==> config.mk <==
export PLATFORM = sky130hd
export DESIGN_NAME = usbepm_responder
export DESIGN_NICKNAME = d
export VERILOG_FILES = /design/src/usbepm_pkg.sv /design/src/usbepm_fifo.sv /design/src/usbepm_responder.sv
export SDC_FILE = /design/constraint.sdc
export NUM_CORES = 1
export LEC_CHECK = 0
export ABC_AREA = 1
export ABC_CLOCK_PERIOD_IN_PS = 3340
export BUFFER_PORTS_ARGS = -buffer_cell sky130_fd_sc_hd__buf_2
export CAP_MARGIN = 0
export CORE_MARGIN = 3
export CORE_UTILIZATION = 35
export CTS_CLUSTER_SIZE = 40
export DETAILED_ROUTE_END_ITERATION = 10
export GPL_ROUTABILITY_DRIVEN = 0
export PLACE_DENSITY = 0.55
export SLEW_MARGIN = 25
export SYNTH_ARGS = -nofsm -noshare
export SYNTH_HDL_FRONTEND = slang
export SYNTH_SLANG_ARGS = --single-unit
==> constraint.sdc <==
create_clock -name clock -period 3.34 [get_ports clock]
set_clock_uncertainty 0.1 [all_clocks]
set_input_delay 0.334 -clock clock [delete_from_list [all_inputs] [get_ports clock]]
set_output_delay 0.334 -clock clock [all_outputs]
set_load 0.1 [all_outputs]
==> src/usbepm_pkg.sv <==
// Shared constants, types and carriers of the endpoint mode responder.
// Assumes a single 250 MHz clock domain shared by every user of this package.
package usbepm_pkg;
  localparam int NUM_EP = 5;
  localparam int EP_W = 3;
  localparam int CNT_W = 6;
  localparam int EP_SIZE = 8;
  localparam int FIFO_DEPTH = 8;
  localparam int BYTE_W = 8;
  localparam int MODE_LSB = 0;
  localparam int MODE_W = 4;
  localparam int ACK_BIT = 4;
  localparam int STALL_BIT = 7;
  localparam logic [7:0] MODE_REG_RST = 8'h00;
  localparam logic [3:0] M_DISABLE = 4'h0;
  localparam logic [3:0] M_NAK_INOUT = 4'h1;
  localparam logic [3:0] M_STATUS_OUT = 4'h2;
  localparam logic [3:0] M_STALL_INOUT = 4'h3;
  localparam logic [3:0] M_IGNORE_INOUT = 4'h4;
  localparam logic [3:0] M_ISO_OUT = 4'h5;
  localparam logic [3:0] M_STATUS_IN = 4'h6;
  localparam logic [3:0] M_ISO_IN = 4'h7;
  localparam logic [3:0] M_NAK_OUT = 4'h8;
  localparam logic [3:0] M_ACK_OUT = 4'h9;
  localparam logic [3:0] M_NAK_OUT_STIN = 4'hA;
  localparam logic [3:0] M_ACK_OUT_STIN = 4'hB;
  localparam logic [3:0] M_NAK_IN = 4'hC;
  localparam logic [3:0] M_ACK_IN = 4'hD;
  localparam logic [3:0] M_NAK_IN_STOUT = 4'hE;
  localparam logic [3:0] M_ACK_IN_STOUT = 4'hF;
  localparam logic [CNT_W-1:0] CNT_RST = 6'h00;

  typedef enum logic [1:0] {PID_SETUP, PID_IN, PID_OUT} usbepm_pid_e;
  typedef enum logic [2:0] {
    ACT_IGNORE, ACT_ACK, ACT_NAK, ACT_STALL, ACT_CHECK, ACT_ALWAYS, ACT_TX0, ACT_TXCNT
  } usbepm_act_e;
  typedef enum logic [1:0] {HS_ACK, HS_NAK, HS_STALL, HS_DATA} usbepm_hs_e;

  typedef struct packed {
    usbepm_pid_e pid;
    logic [EP_W-1:0] ep;
  } usbepm_tok_s;

  typedef struct packed {
    logic [CNT_W-1:0] len;
    logic data_toggle_bit;
    logic crc_ok;
  } usbepm_rx_s;
endpackage

==> src/usbepm_fifo.sv <==
// Small first-in first-out buffer with valid and ready on both sides.
// Assumes both sides run on the same clock; read data leave through a register.
`timescale 1ns/100ps
module usbepm_fifo #(
  parameter int WIDTH = 8,
  parameter int DEPTH = 8
) (
  input wire logic clock,
  input wire logic rstn,
  input wire logic in_valid,
  output logic in_ready,
  input wire logic [WIDTH-1:0] in_data,
  output logic out_valid,
  input wire logic out_ready,
  output logic [WIDTH-1:0] out_data
);
  localparam int AW = $clog2(DEPTH);
  logic [WIDTH-1:0] mem_reg [DEPTH];
  logic [AW-1:0] wr_ptr_reg;
  logic [AW-1:0] rd_ptr_reg;
  logic [AW:0] used_reg;
  logic out_valid_reg;
  logic [WIDTH-1:0] out_data_reg;
  logic in_ready_reg;
  wire logic push = in_valid && in_ready_reg;
  wire logic load = (used_reg != '0) && (!out_valid_reg || out_ready);
  wire logic [AW:0] used_next = used_reg + (AW + 1)'(push) - (AW + 1)'(load);
  wire logic out_valid_next = load || (out_valid_reg && !out_ready);
  wire logic [AW:0] fill_next = used_next + (AW + 1)'(out_valid_next);
  wire logic wrap_w = (wr_ptr_reg == AW'(DEPTH - 1));
  wire logic wrap_r = (rd_ptr_reg == AW'(DEPTH - 1));

  // Full counts the output register too, so exactly DEPTH words fit in all.
  // Ready is registered so the upstream side never sees a combinational path.
  assign in_ready = in_ready_reg;
  assign out_valid = out_valid_reg;
  assign out_data = out_data_reg;

  always_ff @(posedge clock) begin
    if (push) begin
      mem_reg[wr_ptr_reg] <= in_data;
    end
  end

  always_ff @(posedge clock or negedge rstn) begin
    if (!rstn) begin
      wr_ptr_reg <= '0;
      rd_ptr_reg <= '0;
      used_reg <= '0;
      in_ready_reg <= 1'b1;
      out_valid_reg <= 1'b0;
      out_data_reg <= '0;
    end else begin
      if (push) wr_ptr_reg <= wrap_w ? '0 : wr_ptr_reg + 1'b1;
      if (load) rd_ptr_reg <= wrap_r ? '0 : rd_ptr_reg + 1'b1;
      used_reg <= used_next;
      in_ready_reg <= (fill_next != (AW + 1)'(DEPTH));
      if (load) begin
        out_data_reg <= mem_reg[rd_ptr_reg];
        out_valid_reg <= 1'b1;
      end else if (out_ready) begin
        out_valid_reg <= 1'b0;
      end
    end
  end
endmodule

==> src/usbepm_responder.sv <==
// Endpoint mode responder of a full-speed serial_interface_engine.
// Assumes token, data and host handshake strobes come from logic on the same clock.
`timescale 1ns/100ps
module usbepm_responder #(
  parameter int NUM_EP = usbepm_pkg::NUM_EP,
  parameter int EP_SIZE = usbepm_pkg::EP_SIZE,
  parameter int FIFO_DEPTH = usbepm_pkg::FIFO_DEPTH
) (
  input wire logic clock,
  input wire logic rstn,
  input wire logic fw_mode_wr,
  input wire logic fw_cnt_wr,
  input wire logic [usbepm_pkg::EP_W-1:0] fw_ep,
  input wire logic [7:0] fw_data,
  input wire logic tok_valid,
  input wire usbepm_pkg::usbepm_tok_s tok,
  input wire logic rx_done,
  input wire usbepm_pkg::usbepm_rx_s rx,
  input wire logic host_ack,
  input wire logic host_timeout,
  input wire logic src_valid,
  output logic src_ready,
  input wire logic [usbepm_pkg::BYTE_W-1:0] src_data,
  output logic tx_valid,
  input wire logic tx_ready,
  output logic [usbepm_pkg::BYTE_W-1:0] tx_data,
  output logic hs_valid,
  output usbepm_pkg::usbepm_hs_e hs_code,
  output logic [usbepm_pkg::CNT_W-1:0] hs_len,
  output logic hs_toggle,
  output logic ep_irq,
  output logic [usbepm_pkg::EP_W-1:0] ep_irq_num,
  output logic ctl_setup_seen,
  output logic ctl_in_seen,
  output logic ctl_out_seen,
  output logic [NUM_EP*8-1:0] ep_mode_flat
);
  typedef enum logic [1:0] {ST_IDLE, ST_RXWAIT, ST_TX, ST_HSWAIT} usbepm_state_e;

  function automatic usbepm_pkg::usbepm_act_e usbepm_decode(
    input logic [3:0] mode, input usbepm_pkg::usbepm_pid_e pid, input logic stall);
    usbepm_pkg::usbepm_act_e act;
    act = usbepm_pkg::ACT_IGNORE;
    case (pid)
      usbepm_pkg::PID_SETUP: begin
        case (mode)
          4'h1, 4'h2, 4'h3, 4'h4, 4'h6, 4'hA, 4'hB, 4'hE, 4'hF: act = usbepm_pkg::ACT_ACK;
          default: act = usbepm_pkg::ACT_IGNORE;
        endcase
      end
      usbepm_pkg::PID_IN: begin
        case (mode)
          usbepm_pkg::M_NAK_INOUT, usbepm_pkg::M_NAK_IN: act = usbepm_pkg::ACT_NAK;
          usbepm_pkg::M_NAK_IN_STOUT: act = usbepm_pkg::ACT_NAK;
          usbepm_pkg::M_STATUS_OUT, usbepm_pkg::M_STALL_INOUT: act = usbepm_pkg::ACT_STALL;
          usbepm_pkg::M_STATUS_IN, usbepm_pkg::M_NAK_OUT_STIN: act = usbepm_pkg::ACT_TX0;
          usbepm_pkg::M_ACK_OUT_STIN: act = usbepm_pkg::ACT_TX0;
          usbepm_pkg::M_ISO_IN, usbepm_pkg::M_ACK_IN_STOUT: act = usbepm_pkg::ACT_TXCNT;
          usbepm_pkg::M_ACK_IN: act = stall ? usbepm_pkg::ACT_STALL : usbepm_pkg::ACT_TXCNT;
          default: act = usbepm_pkg::ACT_IGNORE;
        endcase
      end
      usbepm_pkg::PID_OUT: begin
        case (mode)
          usbepm_pkg::M_NAK_INOUT, usbepm_pkg::M_NAK_OUT: act = usbepm_pkg::ACT_NAK;
          usbepm_pkg::M_NAK_OUT_STIN: act = usbepm_pkg::ACT_NAK;
          usbepm_pkg::M_STALL_INOUT, usbepm_pkg::M_STATUS_IN: act = usbepm_pkg::ACT_STALL;
          usbepm_pkg::M_STATUS_OUT, usbepm_pkg::M_NAK_IN_STOUT: act = usbepm_pkg::ACT_CHECK;
          usbepm_pkg::M_ACK_IN_STOUT: act = usbepm_pkg::ACT_CHECK;
          usbepm_pkg::M_ISO_OUT: act = usbepm_pkg::ACT_ALWAYS;
          usbepm_pkg::M_ACK_OUT: act = stall ? usbepm_pkg::ACT_STALL : usbepm_pkg::ACT_ACK;
          usbepm_pkg::M_ACK_OUT_STIN: act = usbepm_pkg::ACT_ACK;
          default: act = usbepm_pkg::ACT_IGNORE;
        endcase
      end
      default: act = usbepm_pkg::ACT_IGNORE;
    endcase
    return act;
  endfunction

  // keep nak modes.
  // Modes 1010 and 1110 fall to the default arm on OUT and so keep their value; a SETUP still forces 0001.
  function automatic logic [3:0] usbepm_after_ack(
    input logic [3:0] mode, input usbepm_pkg::usbepm_pid_e pid);
    logic [3:0] nxt;
    nxt = mode;
    case (pid)
      usbepm_pkg::PID_SETUP: nxt = usbepm_pkg::M_NAK_INOUT;
      usbepm_pkg::PID_IN: nxt = (mode == usbepm_pkg::M_ACK_IN) ? usbepm_pkg::M_NAK_IN : mode;
      usbepm_pkg::PID_OUT: begin
        case (mode)
          usbepm_pkg::M_ACK_OUT: nxt = usbepm_pkg::M_NAK_OUT;
          usbepm_pkg::M_ACK_OUT_STIN: nxt = usbepm_pkg::M_NAK_OUT_STIN;
          usbepm_pkg::M_ACK_IN_STOUT: nxt = usbepm_pkg::M_NAK_IN_STOUT;
          default: nxt = mode;
        endcase
      end
      default: nxt = mode;
    endcase
    return nxt;
  endfunction

  usbepm_state_e state_reg;
  usbepm_state_e state_next;
  logic [7:0] mode_reg [NUM_EP];
  logic [usbepm_pkg::CNT_W-1:0] cnt_reg [NUM_EP];
  logic tog_reg [NUM_EP];
  logic [usbepm_pkg::EP_W-1:0] cur_ep_reg;
  usbepm_pkg::usbepm_pid_e cur_pid_reg;
  usbepm_pkg::usbepm_act_e cur_act_reg;
  logic [usbepm_pkg::CNT_W-1:0] left_reg;
  logic hs_valid_reg;
  usbepm_pkg::usbepm_hs_e hs_code_reg;
  logic [usbepm_pkg::CNT_W-1:0] hs_len_reg;
  logic hs_tog_reg;
  logic irq_reg;
  logic [usbepm_pkg::EP_W-1:0] irq_num_reg;
  logic setup_seen_reg;
  logic in_seen_reg;
  logic out_seen_reg;
  logic tx_valid_reg;
  logic [usbepm_pkg::BYTE_W-1:0] tx_data_reg;
  logic f_valid;
  logic [usbepm_pkg::BYTE_W-1:0] f_data;

  wire logic idle = (state_reg == ST_IDLE);
  wire logic take_tok = idle && tok_valid && (int'(tok.ep) < NUM_EP);
  wire logic [7:0] tok_mreg = mode_reg[tok.ep];
  wire usbepm_pkg::usbepm_act_e tok_act =
    usbepm_decode(tok_mreg[3:0], tok.pid, tok_mreg[usbepm_pkg::STALL_BIT]);
  wire logic [3:0] cur_mode = mode_reg[cur_ep_reg][3:0];
  wire logic rxw = (state_reg == ST_RXWAIT) && rx_done;
  wire logic rx_ok = rx.crc_ok && (int'(rx.len) <= EP_SIZE);
  wire logic chk_ok = (rx.len == '0) && rx.data_toggle_bit;
  wire logic rx_ack = rxw && rx_ok && ((cur_act_reg == usbepm_pkg::ACT_ACK) ||
    ((cur_act_reg == usbepm_pkg::ACT_CHECK) && chk_ok));
  wire logic rx_stall = rxw && rx_ok && ((cur_act_reg == usbepm_pkg::ACT_STALL) ||
    ((cur_act_reg == usbepm_pkg::ACT_CHECK) && !chk_ok));
  wire logic rx_nak = rxw && rx_ok && (cur_act_reg == usbepm_pkg::ACT_NAK);
  wire logic in_ack = (state_reg == ST_HSWAIT) && host_ack;
  wire logic ack_evt = rx_ack || in_ack;
  wire logic tok_imm = (tok_act == usbepm_pkg::ACT_NAK) || (tok_act == usbepm_pkg::ACT_STALL);
  wire logic in_hs = take_tok && (tok.pid == usbepm_pkg::PID_IN) && tok_imm;
  wire logic tx_start = take_tok && (tok.pid == usbepm_pkg::PID_IN) &&
    ((tok_act == usbepm_pkg::ACT_TX0) || (tok_act == usbepm_pkg::ACT_TXCNT));
  wire logic [usbepm_pkg::CNT_W-1:0] tx_len =
    (tok_act == usbepm_pkg::ACT_TXCNT) ? cnt_reg[tok.ep] : '0;
  wire logic tx_slot = !tx_valid_reg || tx_ready;
  wire logic f_pop = (state_reg == ST_TX) && (left_reg != '0) && tx_slot && f_valid;
  wire logic tx_end = (state_reg == ST_TX) && ((left_reg == '0) ||
    ((left_reg == 6'h01) && f_pop));
  wire logic iso_in = (cur_mode == usbepm_pkg::M_ISO_IN);
  wire logic done_evt = ack_evt || (rxw && (cur_act_reg == usbepm_pkg::ACT_ALWAYS) && rx_ok) ||
    rx_nak || rx_stall || (tx_end && iso_in);
  // bad crc on out or setup.
  wire logic crc_bad = rxw && !rx.crc_ok;

  usbepm_fifo #(
    .WIDTH(usbepm_pkg::BYTE_W),
    .DEPTH(FIFO_DEPTH)
  ) u_fifo (
    .clock(clock),
    .rstn(rstn),
    .in_valid(src_valid),
    .in_ready(src_ready),
    .in_data(src_data),
    .out_valid(f_valid),
    .out_ready(f_pop),
    .out_data(f_data)
  );

  always_comb begin
    state_next = state_reg;
    case (state_reg)
      ST_IDLE: begin
        // ignored tokens leave the machine idle.
        if (take_tok && (tok_act != usbepm_pkg::ACT_IGNORE)) begin
          if (tok.pid != usbepm_pkg::PID_IN) state_next = ST_RXWAIT;
          else if (tx_start) state_next = ST_TX;
        end
      end
      ST_RXWAIT: if (rx_done) state_next = ST_IDLE;
      ST_TX: if (tx_end) state_next = iso_in ? ST_IDLE : ST_HSWAIT;
      ST_HSWAIT: if (host_ack || host_timeout) state_next = ST_IDLE;
      default: state_next = ST_IDLE;
    endcase
  end

  always_ff @(posedge clock or negedge rstn) begin
    if (!rstn) state_reg <= ST_IDLE;
    else state_reg <= state_next;
  end

  always_ff @(posedge clock or negedge rstn) begin
    if (!rstn) begin
      cur_ep_reg <= '0;
      cur_pid_reg <= usbepm_pkg::PID_SETUP;
      cur_act_reg <= usbepm_pkg::ACT_IGNORE;
    end else if (take_tok) begin
      cur_ep_reg <= tok.ep;
      cur_pid_reg <= tok.pid;
      cur_act_reg <= tok_act;
    end
  end

  // The handshake strobe lasts one cycle; data packets carry length and toggle.
  always_ff @(posedge clock or negedge rstn) begin
    if (!rstn) begin
      hs_valid_reg <= 1'b0;
      hs_code_reg <= usbepm_pkg::HS_ACK;
      hs_len_reg <= '0;
      hs_tog_reg <= 1'b0;
    end else begin
      hs_valid_reg <= rx_ack || rx_stall || rx_nak || in_hs || tx_start;
      if (rx_ack) hs_code_reg <= usbepm_pkg::HS_ACK;
      else if (rx_stall || (in_hs && tok_act == usbepm_pkg::ACT_STALL))
        hs_code_reg <= usbepm_pkg::HS_STALL;
      else if (rx_nak || in_hs) hs_code_reg <= usbepm_pkg::HS_NAK;
      else if (tx_start) hs_code_reg <= usbepm_pkg::HS_DATA;
      if (tx_start) hs_len_reg <= tx_len;
      if (tx_start) hs_tog_reg <= tog_reg[tok.ep];
    end
  end

  // byte stream of exactly the programmed count, or of zero bytes for ACT_TX0.
  always_ff @(posedge clock or negedge rstn) begin
    if (!rstn) begin
      left_reg <= '0;
      tx_valid_reg <= 1'b0;
      tx_data_reg <= '0;
    end else begin
      if (tx_start) left_reg <= tx_len;
      else if (f_pop) left_reg <= left_reg - 1'b1;
      if (f_pop) begin
        tx_valid_reg <= 1'b1;
        tx_data_reg <= f_data;
      end else if (tx_ready) begin
        tx_valid_reg <= 1'b0;
      end
    end
  end

  always_ff @(posedge clock or negedge rstn) begin
    if (!rstn) begin
      irq_reg <= 1'b0;
      irq_num_reg <= '0;
    end else begin
      irq_reg <= done_evt || crc_bad || in_hs;
      if (in_hs) irq_num_reg <= tok.ep;
      else irq_num_reg <= cur_ep_reg;
    end
  end

  always_ff @(posedge clock or negedge rstn) begin
    if (!rstn) begin
      setup_seen_reg <= 1'b0;
      in_seen_reg <= 1'b0;
      out_seen_reg <= 1'b0;
    end else if (take_tok && (tok.ep == '0) && (tok_act != usbepm_pkg::ACT_IGNORE)) begin
      setup_seen_reg <= (tok.pid == usbepm_pkg::PID_SETUP);
      in_seen_reg <= (tok.pid == usbepm_pkg::PID_IN);
      out_seen_reg <= (tok.pid == usbepm_pkg::PID_OUT);
    end
  end

  genvar e;
  generate
    for (e = 0; e < NUM_EP; e++) begin : g_ep
      wire logic fw_hit = fw_mode_wr && (int'(fw_ep) == e);
      wire logic hw_hit = ack_evt && (int'(cur_ep_reg) == e);
      wire logic [7:0] base = fw_hit ? fw_data : mode_reg[e];
      wire logic [3:0] auto_mode = usbepm_after_ack(mode_reg[e][3:0], cur_pid_reg);
      // rewrite lands with the closing handshake; hardware wins bits 4:0 of a same-cycle write, firmware keeps bits 7:5.
      always_ff @(posedge clock or negedge rstn) begin
        if (!rstn) begin
          mode_reg[e] <= usbepm_pkg::MODE_REG_RST;
        end else if (hw_hit) begin
          mode_reg[e] <= {base[7:5], 1'b1, auto_mode};
        end else begin
          mode_reg[e] <= base;
        end
      end
      always_ff @(posedge clock or negedge rstn) begin
        if (!rstn) begin
          cnt_reg[e] <= usbepm_pkg::CNT_RST;
          tog_reg[e] <= 1'b0;
        end else if (fw_cnt_wr && (int'(fw_ep) == e)) begin
          cnt_reg[e] <= fw_data[usbepm_pkg::CNT_W-1:0];
          tog_reg[e] <= fw_data[7];
        end
      end
      assign ep_mode_flat[e*8 +: 8] = mode_reg[e];
    end
  endgenerate

  assign hs_valid = hs_valid_reg;
  assign hs_code = hs_code_reg;
  assign hs_len = hs_len_reg;
  assign hs_toggle = hs_tog_reg;
  assign ep_irq = irq_reg;
  assign ep_irq_num = irq_num_reg;
  assign ctl_setup_seen = setup_seen_reg;
  assign ctl_in_seen = in_seen_reg;
  assign ctl_out_seen = out_seen_reg;
  assign tx_valid = tx_valid_reg;
  assign tx_data = tx_data_reg;

  a_ignore_silent: assert property (@(posedge clock) disable iff (!rstn)
    (take_tok && tok_act == usbepm_pkg::ACT_IGNORE) |=> !hs_valid_reg && idle)
    else $error("ignored token drew a handshake");
  a_disable_ignore: assert property (@(posedge clock) disable iff (!rstn)
    (take_tok && tok_mreg[3:0] == usbepm_pkg::M_DISABLE) |=> ##1 !hs_valid_reg)
    else $error("disabled endpoint answered");
  a_setup_acked: assert property (@(posedge clock) disable iff (!rstn)
    (rxw && rx_ok && cur_pid_reg == usbepm_pkg::PID_SETUP) |=>
    hs_valid_reg && hs_code_reg == usbepm_pkg::HS_ACK)
    else $error("valid setup not acked");
  a_setup_nak_mode: assert property (@(posedge clock) disable iff (!rstn)
    (rx_ack && cur_pid_reg == usbepm_pkg::PID_SETUP && !fw_mode_wr) |=>
    mode_reg[$past(cur_ep_reg)][3:0] == usbepm_pkg::M_NAK_INOUT)
    else $error("setup did not force nak mode");
  a_ackout_to_nak: assert property (@(posedge clock) disable iff (!rstn)
    (rx_ack && cur_pid_reg == usbepm_pkg::PID_OUT && cur_mode == usbepm_pkg::M_ACK_OUT) |=>
    mode_reg[$past(cur_ep_reg)][3:0] == usbepm_pkg::M_NAK_OUT)
    else $error("ack out did not fall to nak out");
  a_check_stall: assert property (@(posedge clock) disable iff (!rstn)
    (rxw && rx_ok && cur_act_reg == usbepm_pkg::ACT_CHECK && !chk_ok) |=>
    hs_valid_reg && hs_code_reg == usbepm_pkg::HS_STALL)
    else $error("failed status check not stalled");
  a_tx_count: assert property (@(posedge clock) disable iff (!rstn)
    (tx_start && tok_act == usbepm_pkg::ACT_TXCNT) |=>
    hs_code_reg == usbepm_pkg::HS_DATA && hs_len_reg == $past(cnt_reg[tok.ep]))
    else $error("data length differs from count");
  a_tx_zero: assert property (@(posedge clock) disable iff (!rstn)
    (tx_start && tok_act == usbepm_pkg::ACT_TX0) |=> hs_len_reg == '0 ##1 !tx_valid_reg)
    else $error("zero packet carried payload");
  a_keep_nak_stin: assert property (@(posedge clock) disable iff (!rstn)
    (in_ack && cur_mode == usbepm_pkg::M_NAK_OUT_STIN && !fw_mode_wr) |=>
    mode_reg[$past(cur_ep_reg)][3:0] == usbepm_pkg::M_NAK_OUT_STIN)
    else $error("mode 1010 changed by hardware");
  a_ack_flag: assert property (@(posedge clock) disable iff (!rstn)
    ack_evt |=> mode_reg[$past(cur_ep_reg)][usbepm_pkg::ACK_BIT])
    else $error("ack flag not set");

  c_setup_ack: cover property (@(posedge clock) disable iff (!rstn)
    rx_ack && cur_pid_reg == usbepm_pkg::PID_SETUP);
  c_tx_count: cover property (@(posedge clock) disable iff (!rstn)
    tx_start && tok_act == usbepm_pkg::ACT_TXCNT && tx_len > 6'h02);
  c_in_ack: cover property (@(posedge clock) disable iff (!rstn)
    in_ack && cur_mode == usbepm_pkg::M_ACK_IN);
endmodule

======== Word level (Yosys, flattened, before mapping) ========
Memory sizes are Yosys's and may differ from the RTL's. A register that Yosys moved wholly into a read port is not among the register bits.
Cells that the tools add are included.
Widths: inputs -> output; s select.
operators by class
  add/sub/neg operators ................... 6
  order comparisons ....................... 4
  eq/ne operators ......................... 84
  multiplexer cells ....................... 66
  bitwise operators ....................... 2
  reduce and logical (&&, ||, !) cells .... 107
operators by type and width
  operator            count
  $pmux 4 s3          10
  $eq 4x4->1 const B  28
  $mux 8              7
  $bmux 8 s3          2
  $logic_and 1x1->1   46
  $eq 3x3->1 const B  12
  $mux 6              5
  $mux 4              7
  $mux 5              5
  $mux 2              12
  $logic_or 1x1->1    22
  $ne 4x1->1 const B  5
  $ne 5x2->1 const B  4
  $reduce_and 4->1    5
  $bmux 6 s3          1
  $eq 3x2->1 const B  6
  $pmux 3 s6          1
  $eq 4x3->1 const B  4
  $reduce_bool 2->1   8
  $ne 3x3->1 const B  5
  $pmux 3 s5          1
  $logic_not 6->1     2
  $mux 3              4
  $reduce_or 3->1     4
  other kinds (31)    63
storage, ports and cells
  register bits after elaboration ......... 129
  RAM bits ................................ 64
  ROM bits ................................ 16
  bits of input ports ..................... 42
  output and inout bits ................... 67
  memories kept ........................... 2
memories
  memory            words  width  rd ports  clocked after memory_dff  wr ports  RTL line                RTL
  u_fifo.mem_reg    8      8      1         1                         1         usbepm_fifo.sv:18       logic [WIDTH-1:0] mem_reg [DEPTH];
  (name not given)  16     1      1         0                         0         usbepm_responder.sv:46  case (mode)

======== Depth between registers and ports, before layout ========
  depth in word-level cells ............... 15
  mapped depth ............................ 20
  mapped depth without buffers ............ 19

======== Hierarchy ========
Synthesis repeated with hierarchy kept, for this count alone.
unflattened totals
  cell total of the unflattened synthesis .. 1,172
  area, all modules ....................... 10,069.7 µm²
modules (own cells, without submodules)
  module            instances  cells an instance  area an instance (µm²)
  usbepm_responder  1          796                6,249.7
  usbepm_fifo       1          376                3,819.9

======== Least setup slack after synthesis ========
No wires, ideal clock.
  path type ............................... register -> register
  from .................................... reg tx_valid_reg, in the netlist tx_valid
  to ...................................... reg u_fifo.in_ready_reg, in the netlist u_fifo.in_ready
  arrival ................................. 3.276 ns
  slack ................................... -0.128 ns
  stages on the path, launching flop included .. 16
  path through ............................ dfrtp_1 inv_1 nor2_1 nor3_1 inv_1 nand2_1 nand2_1 inv_1 buf_2 ha_1 inv_1 ha_1 fa_1 ha_1 nor4_1 nand3_1
on the way
  longest elaborated chain between the ends .. 9
  elaborated cells on any way between the ends .. 12
ends and longest elaborated chain
  what                             RTL line                 RTL
  from (decl)                      usbepm_responder.sv:121  logic tx_valid_reg;
  from (signal assigned)           usbepm_responder.sv:229  tx_valid_reg <= 1'b0;
  from (signal assigned)           usbepm_responder.sv:235  tx_valid_reg <= 1'b1;
  from (signal assigned)           usbepm_responder.sv:238  tx_valid_reg <= 1'b0;
  $logic_not 1->1                  usbepm_responder.sv:148  wire logic tx_slot = !tx_valid_reg || tx_ready;
  $logic_or 1x1->1                 usbepm_responder.sv:148
  $logic_and 1x1->1 (2 in series)  usbepm_responder.sv:149  wire logic f_pop = (state_reg == ST_TX) && (left_reg != '0) && tx_slot && f_valid;
  $logic_or 1x1->1                 usbepm_fifo.sv:26        wire logic load = (used_reg != '0) && (!out_valid_reg || out_ready);
  $logic_and 1x1->1                usbepm_fifo.sv:26
  net u_fifo.load                  usbepm_fifo.sv:26
  $sub 4x1->4                      usbepm_fifo.sv:27        wire logic [AW:0] used_next = used_reg + (AW + 1)'(push) - (AW + 1)'(load);
  net u_fifo.used_next[1]          usbepm_fifo.sv:27
  $add 4x1->4                      usbepm_fifo.sv:29        wire logic [AW:0] fill_next = used_next + (AW + 1)'(out_valid_next);
  $ne 4x4->1                       usbepm_fifo.sv:57        in_ready_reg <= (fill_next != (AW + 1)'(DEPTH));
  to (signal assigned)             usbepm_fifo.sv:57
  to (decl)                        usbepm_fifo.sv:24        logic in_ready_reg;
The timed path passes the listed nets, and every way through them passes these cells.
A chain may end at the register's enable or synchronous reset.

======== Worst setup path after layout ========
  from .................................... reg left_reg[3] in the netlist's numbering
  to ...................................... reg u_fifo.in_ready_reg, in the netlist u_fifo.in_ready
on the way
  longest elaborated chain between the ends .. 9
  elaborated cells on any way between the ends .. 12
ends and longest elaborated chain
  what                             RTL line                 RTL
  from (decl)                      usbepm_responder.sv:111  logic [usbepm_pkg::CNT_W-1:0] left_reg;
  from (signal assigned)           usbepm_responder.sv:232  if (tx_start) left_reg <= tx_len;
  from (signal assigned)           usbepm_responder.sv:233  else if (f_pop) left_reg <= left_reg - 1'b1;
  $reduce_bool 6->1                usbepm_responder.sv:149
  $logic_and 1x1->1 (3 in series)  usbepm_responder.sv:149
  $logic_or 1x1->1                 usbepm_fifo.sv:26
  $logic_and 1x1->1                usbepm_fifo.sv:26
  $sub 4x1->4                      usbepm_fifo.sv:27
  net u_fifo.used_next[1]          usbepm_fifo.sv:27
  $add 4x1->4                      usbepm_fifo.sv:29
  $ne 4x4->1                       usbepm_fifo.sv:57
The timed path passes the listed nets, and every way through them passes these cells.

==> results by group <==
Status
  – Outcome: finished clean

Route
  – DRT Pass-1 Iters: 5
  – Vias per cell: 4.97
  – Post-DR wirelength/cell: 15.9 microns
  – DRT antenna net count: 0
  – Routed Wire Length: around 26000 microns
  – Initial DRC count: ~700
  – DRC Markers: 0
  – Via Count: 8260

GRT
  – Tot GR Track Use: 17.0%
  – Met1 GRT Util: 23.2%
  – Met3 track utilization from global routing: between 2 and 3%
  – GR Overflow Total: 0
  – GR Layer Usage met2: 27.9%
  – Most crowded layer after global routing: met2
  – Largest net degree at the start of global routing: 55
  – Initial antenna violation count: 0
  – Vias in the first global route: 7991
  – First-pass GRT wire length: 42100 microns

Placed design
  – DP Area: around 11000 sq um
  – PortBufs: 108
  – Dpl cells: 1602
  – Final HPWL DP: roughly 19000 microns
  – Pre-CTS WS: about 0.15 ns

Worst hold path
  – Worst hold path class: in2reg

Finish
  – Max reg flops: 64
  – Leading cell types in the layout, fill and taps excluded: nand2_1 (278), dfrtp_1 (135), nor2_1 (114)
  – Fillers: 2794
  – Area Growth Syn to Fin: 19.4%
  – Util after Layout: 42.6%
  – Reg area: 5350 sq um
  – Layout cells sized above 1: 17.9%
  – Final Non-Filler Cells: 1662
  – Post-route cell area: 11900 sq um
  – Antenna diodes: 0
  – Multi-input logic area: 3990 sq um
  – Most common cell after layout, fill and taps aside: nand2_1
  – Final nets: around 1300

STA
  – Setup ws final: 0.226 ns
  – Period minus WS final: 3.11 ns
  – Fin. Hold Viols: 0
  – Crit share post-route: 93.2%
  – TNS Setup: 0 ns
  – Max-slew violation count: 0
  – Final setup fails: 0
  – Max Freq: 0.321 GHz
  – RSZ-0062 raised after global routing: false
  – Slew headroom: 30.2%
  – Transition time of the tightest slew-check pin: 1.05 ns

Floorplan
  – I/O pin cnt: 109
  – Die area: around 30000 sq um
  – Starting Density: 35.7%
  – Die X: between 150 and 200 microns
  – Row cnt: 61
  – CORE AREA: 27900 sq um
  – Die height: 174 microns

Synth
  – Post-synthesis mux area share: 0%
  – Post-synthesis adder-cell area fraction: 2.34%
  – Synth Net Count: 1192
  – Top-area cell type share of the netlist area: 34.3%
  – Post-Synth Simple-Gate Area: 24.1%
  – Register area share after synthesis: 53.9%
  – Synth Warn #: 0
  – Largest family of logic cells by synthesized area: simple AND/OR/NAND/NOR gates
  – Avg Cell Area, Syn: 8.78 sq um
  – Synth area leader: dfrtp_1
  – Post-Synth XOR/XNOR Area: less than 1%
  – Synth top area cells: dfrtp_1 (34%), edfxtp_1 (19%), nand2_1 (11%), o21ai_0 (5.5%), nor2_1 (4.4%)
  – Flops & latches, synth: about 200
  – Complex-gate fraction of the synthesized area: between 10% and 20%
  – Mapped Cells: about 1100
  – Distinct cells, synth: 52
  – Cell Area, Synth: 9940 sq um

Setup path
  – Critical-path top delay cell: fa_1
  – Crit Path Category: reg2reg
  – Worst-path fanout max: 4
  – Delay of the slowest cell on the worst path: 0.53 ns
  – Setup crit end kind: register
  – Critical Path RT: ~3.7 ns
  – Startpoint Class: register
  – Critical path cell sequence: or2_1 -> nor2_2 -> nand2_1 -> inv_1 -> nor3_1 -> inv_1 -> nand2_2 -> nand2_2 -> inv_1 -> ha_1 -> inv_1 -> ha_1 -> fa_1 -> ha_1 -> nor4_1 -> nand3_1
  – Critical Path AT: 3.46 ns
  – Crit-path most repeated cell: inv_1

Clock network
  – TritonCTS clock tree: built
  – Clock Sinks: 201
  – Root buffer cell: clkbuf_16
  – Worst skew pair latency: between 0.5 and 0.6 ns
  – Num CTS Buffers: 24
  – Longest Clk Path Bufs: 3
  – H-tree level count: 1
  – Clock Pin Slew Worst Setup and Hold Paths: 0.06 ns

Job
  – Maxcap violations: 0

Pwr
  – Max VDD drop: about 0.49 mV
  – Pwr per Cell Area: between 900 and 1000 nW/um^2
  – Leak Pwr: 5.51 nW
[cell usage after synthesis (all sizes together)]
master,n
fa,1
clkbuf,19
o21ai,124
a211o,1
a21boi,1
a32o,5
xor2,4
a311oi,3
nand4,7
o22ai,14
xnor2,2
o221ai,5
nand3,75
a22oi,3
inv,108
dfrtp,136
o32ai,16
ha,17
a21oi,20
edfxtp,64
or2,4
a31oi,11
dfstp,1
nor4,4
or3,1
nand2,308
o211ai,7
nor2,127
o31ai,3
a41oi,4
buf,13
clkinv,6
nor3,18
[power breakdown]
group          internal [mW]  total, mW  leakage [nW]  switching, mW
combinational           1.20       4.79          2.84           3.59
sequential              3.17       3.62          2.29          0.448
clock                   1.47       2.49         0.371           1.02
total                   5.84       10.9          5.51           5.06
[per-stage QoR]
step | hold slack (ns) | power, mW
floorplan | -0.0616 | 7.29
detailed placement | 0.231 | 8.41
global placement | 0.233 | 8.36
CTS | 0.000887 | 11.0
finish | 0.0156 | 10.9
global route | 0.0351 | 11.6
[worst max-delay path: cells and delay by family (launching register included)]
kind                       cells  cell delay [ns]
DFF                            1             0.40
and+or+nand+nor                8             0.96
adders and majority gates      4             1.33
buffers and inverters          4             0.24
[final timing paths]
check,startpoint,end,slack [ns],cells past startpoint
min reg2reg,tx_data[5]$_DFFE_PN0P_,tx_data[5]$_DFFE_PN0P_,0.37,2
max in group asynchronous,rstn,left_reg[4]$_DFFE_PN0P_,2.12,3
min in group asynchronous,rstn,ep_mode_flat[25]$_DFFE_PN0P_,0.23,2
max,left_reg[3]$_DFFE_PN0P_,u_fifo.in_ready$_DFF_PN1_,0.23,16
max reg2reg,left_reg[3]$_DFFE_PN0P_,u_fifo.in_ready$_DFF_PN1_,0.23,16
min,tok[4],cur_pid_reg[1]$_DFFE_PN0P_,0.02,3
[cell type report]
type,count,area share (%)
clock buffer,34,5.63
clock inverter,9,0.770
inverter,114,3.71
multi-input combinational,785,33.7
sequential,201,45.1
tap,378,3.99
timing repair buffer,141,7.10
[metal layers]
metal / vias up / share of wire (%)
met1: 3878 / 46
li1: 4090 / -
met4: 0 / 2.5
met5: - / 0
met3: 48 / 5.9
met2: 244 / 46
[logic make-up (layout without fill, tap and decap cells)]
logic type               after synthesis  in the layout
flip-flops                           201            201
XOR/XNOR                               6              6
AND/OR/NAND/NOR                      544            544
adder cells (fa/ha/maj)               18             18
buffers and inverters                146            298
AO/OA/AOI/OAI                        217            217
[timing repair]
action / 4_1_cts / 5_1_grt
setup buffers: 0 / 3
hold buffers: 14 / 0
hold endpoints to repair: 120 / 0
endpoints found under the setup margin: 0 / 1
gates resized for setup: 0 / 4
Power figures use the tool's default switching activity.
